**src/rtl/sysctl_defs.svh**
```systemverilog
// constants of the peripheral system control register bank
// assumes inclusion by bare name from files under rtl/
`ifndef SYSCTL_DEFS_SVH
`define SYSCTL_DEFS_SVH

// byte addresses of the three registers
`define ADDR_HOST_PORT_CTRL   32'h01c4_0030
`define ADDR_TIMER_AUX_CTRL   32'h01c4_0084
`define ADDR_DMA_BURST_CFG    32'h01c4_0088

// implemented widths, bits above read as zero
`define HP_CTRL_W             10
`define TIMER_CTRL_W          2
`define DMA_CFG_W             6
`define TIMEOUT_W             8

// reset values
`define HP_CTRL_RESET         10'h000
`define WATCHDOG_RESET_ENABLE_RESET           1'h1
`define PRESCALE_SEL_RESET    1'h0
`define TC0_BURST_RESET       2'h0
`define TC1_BURST_RESET       2'h1
`define TC2_BURST_RESET       2'h2

// fixed transfer controller fifo depths in bytes
`define FIFO_DEPTH_W          9
`define TC0_FIFO_DEPTH        9'h080
`define TC1_FIFO_DEPTH        9'h100
`define TC2_FIFO_DEPTH        9'h080

// timer 0 external input prescale ratio
`define PRESCALE_DIVIDE       6

`endif

```
**src/rtl/sysctl_pkg.sv**
```systemverilog
// types of the peripheral system control register bank
// assumes sysctl_defs.svh for widths
`include "sysctl_defs.svh"
package sysctl_pkg;

  typedef enum logic [1:0] {
    BURST_16  = 2'h0,
    BURST_32  = 2'h1,
    BURST_64  = 2'h2,
    BURST_RSV = 2'h3
  } burst_code_t;

  typedef struct packed {
    logic [1:0]            rsvd_zero;
    logic [`TIMEOUT_W-1:0] burst_write_timeout_value;
  } host_port_timeout_ctrl_t;

  typedef struct packed {
    logic timer0_input_prescale_sel;
    logic watchdog_reset_enable;
  } timer_aux_ctrl_t;

  typedef struct packed {
    burst_code_t xfer_ctrl2_burst_size;
    burst_code_t xfer_ctrl1_burst_size;
    burst_code_t xfer_ctrl0_burst_size;
  } dma_burst_size_cfg_t;

endpackage

```
**src/rtl/peripheral_system_control_regs.sv**
```systemverilog
// register bank tuning host port time-out, timer 0/2 and dma burst sizes
// assumes an apb master on pclk; consumers of the outputs sit outside
//
// Implementation choice: the APB register port.
`timescale 1ns/1ps
`include "sysctl_defs.svh"
module peripheral_system_control_regs (
  input  wire logic                    pclk,            // clock, 40 MHz
  input  wire logic                    presetn,         // async reset
  input  wire logic                    psel,            // apb select
  input  wire logic                    penable,         // apb enable
  input  wire logic                    pwrite,          // apb direction
  input  wire logic [31:0]             paddr,           // apb byte address
  input  wire logic [31:0]             pwdata,          // apb write data
  output logic      [31:0]             prdata,          // apb read data
  output logic                         pready,          // apb ready
  output logic                         pslverr,         // unmapped address
  input  wire logic                    timeout_active,  // hp counter runs
  input  wire logic [`TIMEOUT_W-1:0]   timeout_count,   // hp counter value
  output logic                         write_fifo_flush, // hp fifo flush
  output logic [`TIMEOUT_W-1:0]        burst_write_timeout_value, // field
  input  wire logic                    timer0_input_pin, // timer 0 pin
  output logic                         timer0_clock_input, // to timer 0
  input  wire logic                    watchdog_event,  // from timer 2
  output logic                         max_reset_req,   // device reset req
  output sysctl_pkg::dma_burst_size_cfg_t dma_cfg,      // burst sizes
  output logic [`FIFO_DEPTH_W-1:0]     xfer_ctrl0_fifo_depth, // bytes
  output logic [`FIFO_DEPTH_W-1:0]     xfer_ctrl1_fifo_depth, // bytes
  output logic [`FIFO_DEPTH_W-1:0]     xfer_ctrl2_fifo_depth  // bytes
);

  // register state
  sysctl_pkg::host_port_timeout_ctrl_t hp_ctrl;
  sysctl_pkg::timer_aux_ctrl_t         tmr_ctrl;
  sysctl_pkg::dma_burst_size_cfg_t     dma_ctrl;
  sysctl_pkg::host_port_timeout_ctrl_t next_hp_ctrl;
  sysctl_pkg::timer_aux_ctrl_t         next_tmr_ctrl;
  sysctl_pkg::dma_burst_size_cfg_t     next_dma_ctrl;
  logic [31:0]                         next_prdata;
  logic                                next_write_fifo_flush;

  // bus decode
  logic setup_phase;
  logic access_phase;
  logic hit_hp;
  logic hit_tmr;
  logic hit_dma;
  logic hit_any;
  logic wr_hp;
  logic wr_tmr;
  logic wr_dma;

  assign setup_phase  = psel & ~penable;
  assign access_phase = psel & penable;
  assign hit_hp       = (paddr == `ADDR_HOST_PORT_CTRL);
  assign hit_tmr      = (paddr == `ADDR_TIMER_AUX_CTRL);
  assign hit_dma      = (paddr == `ADDR_DMA_BURST_CFG);
  assign hit_any      = hit_hp | hit_tmr | hit_dma;
  assign wr_hp        = access_phase & pwrite & hit_hp;
  assign wr_tmr       = access_phase & pwrite & hit_tmr;
  assign wr_dma       = access_phase & pwrite & hit_dma;

  // read data is fetched in the setup cycle, so every access is zero wait
  assign pready  = 1'b1;
  assign pslverr = access_phase & ~hit_any;

  // register update and read data capture
  always_comb begin
    next_hp_ctrl  = hp_ctrl;
    next_tmr_ctrl = tmr_ctrl;
    next_dma_ctrl = dma_ctrl;
    next_prdata   = prdata;
    if (wr_hp) begin
      next_hp_ctrl = pwdata[`HP_CTRL_W-1:0];
    end
    if (wr_tmr) begin
      next_tmr_ctrl = pwdata[`TIMER_CTRL_W-1:0];
    end
    if (wr_dma) begin
      next_dma_ctrl = pwdata[`DMA_CFG_W-1:0];
    end
    if (setup_phase && !pwrite) begin
      // bits above each field width read as zero
      next_prdata = 32'h0000_0000;
      if (hit_hp) begin
        next_prdata[`HP_CTRL_W-1:0] = hp_ctrl;
      end else if (hit_tmr) begin
        next_prdata[`TIMER_CTRL_W-1:0] = tmr_ctrl;
      end else if (hit_dma) begin
        next_prdata[`DMA_CFG_W-1:0] = dma_ctrl;
      end
    end
  end

  always_ff @(posedge pclk or negedge presetn) begin
    if (!presetn) begin
      hp_ctrl  <= `HP_CTRL_RESET;
      tmr_ctrl <= {`PRESCALE_SEL_RESET, `WATCHDOG_RESET_ENABLE_RESET};
      dma_ctrl <= {`TC2_BURST_RESET, `TC1_BURST_RESET, `TC0_BURST_RESET};
      prdata   <= 32'h0000_0000;
    end else begin
      hp_ctrl  <= next_hp_ctrl;
      tmr_ctrl <= next_tmr_ctrl;
      dma_ctrl <= next_dma_ctrl;
      prdata   <= next_prdata;
    end
  end

  // host port write fifo flush on time-out match
  always_comb begin
    next_write_fifo_flush = timeout_active &&
      (timeout_count == hp_ctrl.burst_write_timeout_value);
  end

  always_ff @(posedge pclk or negedge presetn) begin
    if (!presetn) begin
      write_fifo_flush <= 1'b0;
    end else begin
      write_fifo_flush <= next_write_fifo_flush;
    end
  end

  // continuous field outputs
  assign burst_write_timeout_value = hp_ctrl.burst_write_timeout_value;
  assign dma_cfg                   = dma_ctrl;

  // depths do not follow the programmed burst size
  assign xfer_ctrl0_fifo_depth = `TC0_FIFO_DEPTH;
  assign xfer_ctrl1_fifo_depth = `TC1_FIFO_DEPTH;
  assign xfer_ctrl2_fifo_depth = `TC2_FIFO_DEPTH;

  timer0_prescaler #(
    .DIVIDE        (`PRESCALE_DIVIDE)
  ) u_prescaler (
    .pclk          (pclk),
    .presetn       (presetn),
    .prescale_sel  (tmr_ctrl.timer0_input_prescale_sel),
    .pin           (timer0_input_pin),
    .clock_out     (timer0_clock_input)
  );

  watchdog_reset_gate u_wdog_gate (
    .pclk           (pclk),
    .presetn        (presetn),
    .reset_enable   (tmr_ctrl.watchdog_reset_enable),
    .watchdog_event (watchdog_event),
    .max_reset_req  (max_reset_req)
  );

  // checks
  logic first_cycle;
  logic next_first_cycle;

  always_comb begin
    next_first_cycle = 1'b0;
  end

  always_ff @(posedge pclk or negedge presetn) begin
    if (!presetn) begin
      first_cycle <= 1'b1;
    end else begin
      first_cycle <= next_first_cycle;
    end
  end
endmodule // peripheral_system_control_regs

```
**src/rtl/timer0_prescaler.sv**
```systemverilog
// timer 0 external clock source: pin directly or pin divided by six
// assumes timer0_input_pin is synchronous to pclk
`timescale 1ns/1ps
`include "sysctl_defs.svh"
module timer0_prescaler #(
  parameter int DIVIDE = `PRESCALE_DIVIDE
) (
  input  wire logic pclk,           // clock
  input  wire logic presetn,        // async reset, active low
  input  wire logic prescale_sel,   // 1: divide the pin
  input  wire logic pin,            // timer 0 input pin level
  output logic      clock_out       // timer 0 clock input
);
  localparam int HALF  = DIVIDE / 2;
  localparam int CNT_W = (HALF > 1) ? $clog2(HALF) : 1;
  localparam logic [CNT_W-1:0] LAST = CNT_W'(HALF - 1);

  if (DIVIDE < 2 || (DIVIDE % 2) != 0) begin : g_bad_divide
    $error("prescale ratio must be even and at least two");
  end

  logic             pin_q;
  logic             div_clk;
  logic [CNT_W-1:0] cnt;
  logic             next_pin_q;
  logic             next_div_clk;
  logic [CNT_W-1:0] next_cnt;
  logic             next_clock_out;
  logic             pin_rise;

  assign pin_rise = pin & ~pin_q;

  // half period of the divided clock spans HALF rising pin edges
  always_comb begin
    next_pin_q     = pin;
    next_cnt       = cnt;
    next_div_clk   = div_clk;
    if (pin_rise) begin
      if (cnt == LAST) begin
        next_cnt     = '0;
        next_div_clk = ~div_clk;
      end else begin
        next_cnt     = cnt + CNT_W'(1);
      end
    end
    next_clock_out = prescale_sel ? div_clk : pin;
  end

  always_ff @(posedge pclk or negedge presetn) begin
    if (!presetn) begin
      pin_q     <= 1'b0;
      cnt       <= '0;
      div_clk   <= 1'b0;
      clock_out <= 1'b0;
    end else begin
      pin_q     <= next_pin_q;
      cnt       <= next_cnt;
      div_clk   <= next_div_clk;
      clock_out <= next_clock_out;
    end
  end
endmodule // timer0_prescaler

```
**src/rtl/watchdog_reset_gate.sv**
```systemverilog
// gates the timer 2 watchdog event onto the device maximum reset request
// assumes watchdog_event is synchronous to pclk
`timescale 1ns/1ps
module watchdog_reset_gate (
  input  wire logic pclk,           // clock
  input  wire logic presetn,        // async reset, active low
  input  wire logic reset_enable,   // 1: event may reset the device
  input  wire logic watchdog_event, // watchdog expiry from timer 2
  output logic      max_reset_req   // maximum reset request, level
);
  logic next_max_reset_req;

  always_comb begin
    next_max_reset_req = watchdog_event & reset_enable;
  end

  always_ff @(posedge pclk or negedge presetn) begin
    if (!presetn) begin
      max_reset_req <= 1'b0;
    end else begin
      max_reset_req <= next_max_reset_req;
    end
  end
endmodule // watchdog_reset_gate
```
**config.mk**
```make
export PLATFORM = sky130hd
export DESIGN_NAME = peripheral_system_control_regs
export DESIGN_NICKNAME = d
export VERILOG_FILES = /design/src/rtl/sysctl_pkg.sv /design/src/rtl/peripheral_system_control_regs.sv /design/src/rtl/timer0_prescaler.sv /design/src/rtl/watchdog_reset_gate.sv
export VERILOG_INCLUDE_DIRS = /design/src /design/src/rtl
export SDC_FILE = /design/constraint.sdc
export NUM_CORES = 1
export LEC_CHECK = 0
export ABC_AREA = 1
export BUFFER_PORTS_ARGS = -buffer_cell sky130_fd_sc_hd__buf_4
export CELL_PAD_IN_SITES_DETAIL_PLACEMENT = 1
export CELL_PAD_IN_SITES_GLOBAL_PLACEMENT = 2
export CORE_ASPECT_RATIO = 0.7
export CORE_MARGIN = 2
export CORE_UTILIZATION = 21
export DETAILED_ROUTE_END_ITERATION = 10
export PLACE_DENSITY = 0.81
export SETUP_SLACK_MARGIN = 0.3
export SKIP_CTS_REPAIR_TIMING = 1
export SLEW_MARGIN = 20
export SYNTH_ARGS = -nofsm -noshare
export SYNTH_HDL_FRONTEND = slang
export SYNTH_SLANG_ARGS = --single-unit
```
**constraint.sdc**
```tcl
create_clock -name pclk -period 1 [get_ports pclk]
set_input_delay 0.1 -clock pclk [delete_from_list [all_inputs] [get_ports pclk]]
set_output_delay 0.1 -clock pclk [all_outputs]
set_load 0.05 [all_outputs]
```
==> metrics.txt <==
period utilization=115%; final setup TNS=-0.628 ns; CP cell instances=buf_6 > inv_2 > nand2_1 > nor2_1 > nand2_2 > nor2_4 > and2_4 > nor3_4 > buf_6; DRC violation total after the first TritonRoute iteration=69; number of distinct standard cells referenced by the synthesized netlist=32; minimum clock period after layout=1.15 ns; Row Count=32; library cell used as clock root buffer=sky130_fd_sc_hd__clkbuf_16; Post-Layout Inst Area=4130 um^2; mean instance size in the synthesized netlist=7.57 um^2; TritonCTS clock tree=done; largest stage delay on the critical path=0.20 ns; critical path class=primary input to output pin; placed wire-length estimate=5.60 mm; number of nets still failing antenna checks after routing=0; number of vias in the routed layout=2271; library cell appearing most often on the critical path=sky130_fd_sc_hd__buf_6; final weighted congestion in routability-driven placement=0.752; average vias per placed instance=3.82; number of antenna violations at the first check in global routing=0; Max IR drop VDD=0.518 mV; HP Class=primary input to async pin; grt ovf=0; WL per Instance=13.2 um; endpoint arrival time on the critical path=1.05 ns; total routed wirelength=7.84 mm; origin of the critical flop-to-flop path=dma_cfg[5]; PnR worst setup slack=-0.154 ns; clock slew at the register clock pins of the worst setup and hold paths=0.05 ns; DRC errors left=0; share of the yosys chip area belonging to registers=36.5%; cts bufs inserted=5; met3 wirelength from detailed routing=564 um; top-level port count=158; run status=finished with violations; Initial Util=21.7%; Mapped Cells=318; Worst Path Buf+Inv=3; type of element capturing the critical path=output pin; Pwr Density=981 nW/um^2; number of setup violations in the final report=21; number of flip-flops and latches in the synthesized netlist=35; final-layout fill cell count=1331; Area after DPL=3230 um^2; RSZ-0062 raised after global routing=yes; launch point of the worst path=paddr[21]; via count of the first global-routing pass=2174; first drt pass iteration count=4; hold violation total from the final report=32; Max Root-Sink Buffers=2; violations in the final reports=negative hold slack, negative setup slack; number of sinks on the clock net=35; maximum achievable frequency=0.867 GHz; maximum number of pins on one net before global-route repair=36; placeable core region=11100 um^2; Skew-Pair Late Insertion Delay=0.28 ns; family with the most delay on the worst path=simple AND/OR/NAND/NOR gates; highest metal layer with signal wires=met4; layout cell share with drive strength beyond 1=58.7%; number of I/O port buffers=85; Hold WS=-0.229 ns; length of routed met2 wiring=3.94 mm; critical path's slowest cell=sky130_fd_sc_hd__and2_4; floorplan die width=132 um; total routing usage reported by global routing=11.1%; number of warnings reported in the yosys synthesis log=0; number of nets in the final layout=520; ANT cells=0; total count of max-transition violations in the final report=0; area of the die=12400 um^2; vertical die dimension=93.6 um; required arrival time at the worst endpoint=0.90 ns; Leak Pwr=2.10 nW; layout overhead on the synthesized area=71.5%; H-tree levels=2; Max Cap Viol=0; wire length of the first global-routing pass=10.8 mm; post-synth design cell area=2410 um^2; worst-case clock skew=0.00254 ns; startpoint kind of the worst setup timing path=primary input; wire length the detailed router placed on met1=3.27 mm; biggest fanout along the worst timing path=3
[Yosys cell counts (all sizes together)]
library cell  number  share of area [%]
nand2             89                 15
buf               64                 20
inv               40                6.2
dfrtp             32                 33
nor2              31                6.4
nand3             24                5.2
o21ai             16                5.2
a21oi              3               0.62
dfstp              3                3.3
nor3               3               0.83
conb               2               0.31
o22ai              2               0.52
xnor2              2               0.73
a21boi             1               0.31
a221oi             1               0.36
a22o               1               0.36
and2               1               0.26
and3               1               0.26
o2111ai            1               0.36
xor2               1               0.36
[state kept, by name (all words and copies together), names as in the netlist]
register                   count
prdata                        10
burst_write_timeout_value      8
dma_cfg                        6
hp_ctrl                        2
tmr_ctrl                       2
u_prescaler.cnt                2
u_prescaler.clock_out          1
u_prescaler.div_clk            1
u_prescaler.pin_q              1
u_wdog_gate.max_reset_req      1
write_fifo_flush               1
[layout by cell type, fill, tap and decap left out, types with 2 or more instances in the layout]
master / instances
sky130_fd_sc_hd__a21oi_1: 2
sky130_fd_sc_hd__buf_12: 3
sky130_fd_sc_hd__buf_4: 73
sky130_fd_sc_hd__buf_6: 28
sky130_fd_sc_hd__buf_8: 23
sky130_fd_sc_hd__clkbuf_1: 2
sky130_fd_sc_hd__clkbuf_16: 6
sky130_fd_sc_hd__conb_1: 50
sky130_fd_sc_hd__dfrtp_1: 15
sky130_fd_sc_hd__dfrtp_2: 17
sky130_fd_sc_hd__dfstp_2: 3
sky130_fd_sc_hd__inv_1: 24
sky130_fd_sc_hd__inv_2: 15
sky130_fd_sc_hd__nand2_1: 60
sky130_fd_sc_hd__nand2_2: 22
sky130_fd_sc_hd__nand2_4: 6
sky130_fd_sc_hd__nand2_8: 2
sky130_fd_sc_hd__nand3_1: 10
sky130_fd_sc_hd__nand3_2: 13
sky130_fd_sc_hd__nand3_4: 2
sky130_fd_sc_hd__nor2_1: 7
sky130_fd_sc_hd__nor2_2: 5
sky130_fd_sc_hd__nor2_4: 18
sky130_fd_sc_hd__nor3_4: 3
sky130_fd_sc_hd__o21ai_1: 3
sky130_fd_sc_hd__o21ai_2: 13
sky130_fd_sc_hd__o22ai_1: 2
sky130_fd_sc_hd__xnor2_1: 2
[logic make-up after synthesis]
logic type / after synthesis / synth area share [%]
XOR/XNOR: 3 / 1.09
other: 2 / 0.312
flip-flops: 35 / 36.5
buffers and inverters: 104 / 26.4
AO/OA/AOI/OAI: 25 / 7.74
AND/OR/NAND/NOR: 149 / 27.9
[worst paths after layout]
path                       cells past startpoint  slack, ns                   endpoint
setup reg to reg                               5      -0.02                  prdata[5]
setup / recovery                               9      -0.15                    pslverr
max in group asynchronous                      1       0.86                 dma_cfg[4]
min in group pclk                              3          0  u_wdog_gate.max_reset_req
hold / removal                                 1      -0.23                  prdata[7]
hold reg to reg                                1       0.49        u_prescaler.div_clk
[where the power goes]
part | internal [W] | switching, W
clock network | 0.000920 | 0.000582
registers | 0.00148 | 0.0000416
logic | 0.000305 | 0.000725
[layout make-up]
cell class	count	area [um^2]	share of cell area [%]
inverters	40	153	3.69
clock buffers	7	133	3.21
well taps	153	191	4.63
multi-input cells	229	1450	35.0
flip-flops and latches	35	901	21.8
repair buffers	129	1300	31.6
clock inverters	1	5.00	0.121
[routing by layer]
metal  vias to the layer above  track usage (%)
li1                       1117                -
met1                      1069             14.3
met2                        78             17.7
met3                         7             3.85
met4                         0             2.99
met5                         -                0
[per-stage QoR]
stage	worst slack (ns)	cells	utilization [%]	hold WS [ns]	power, W
after floorplan	-0.115	366	-	-0.196	0.00231
after global placement	-0.309	556	29.1	0.0794	0.00245
after detailed placement	-0.381	556	29.1	0.0903	0.00247
after CTS	-0.305	564	30.4	-0.207	0.00398
after global routing	-0.220	594	37.3	-0.197	0.00422
final	-0.154	594	37.3	-0.229	0.00405
(Power assumes the default switching activity.)
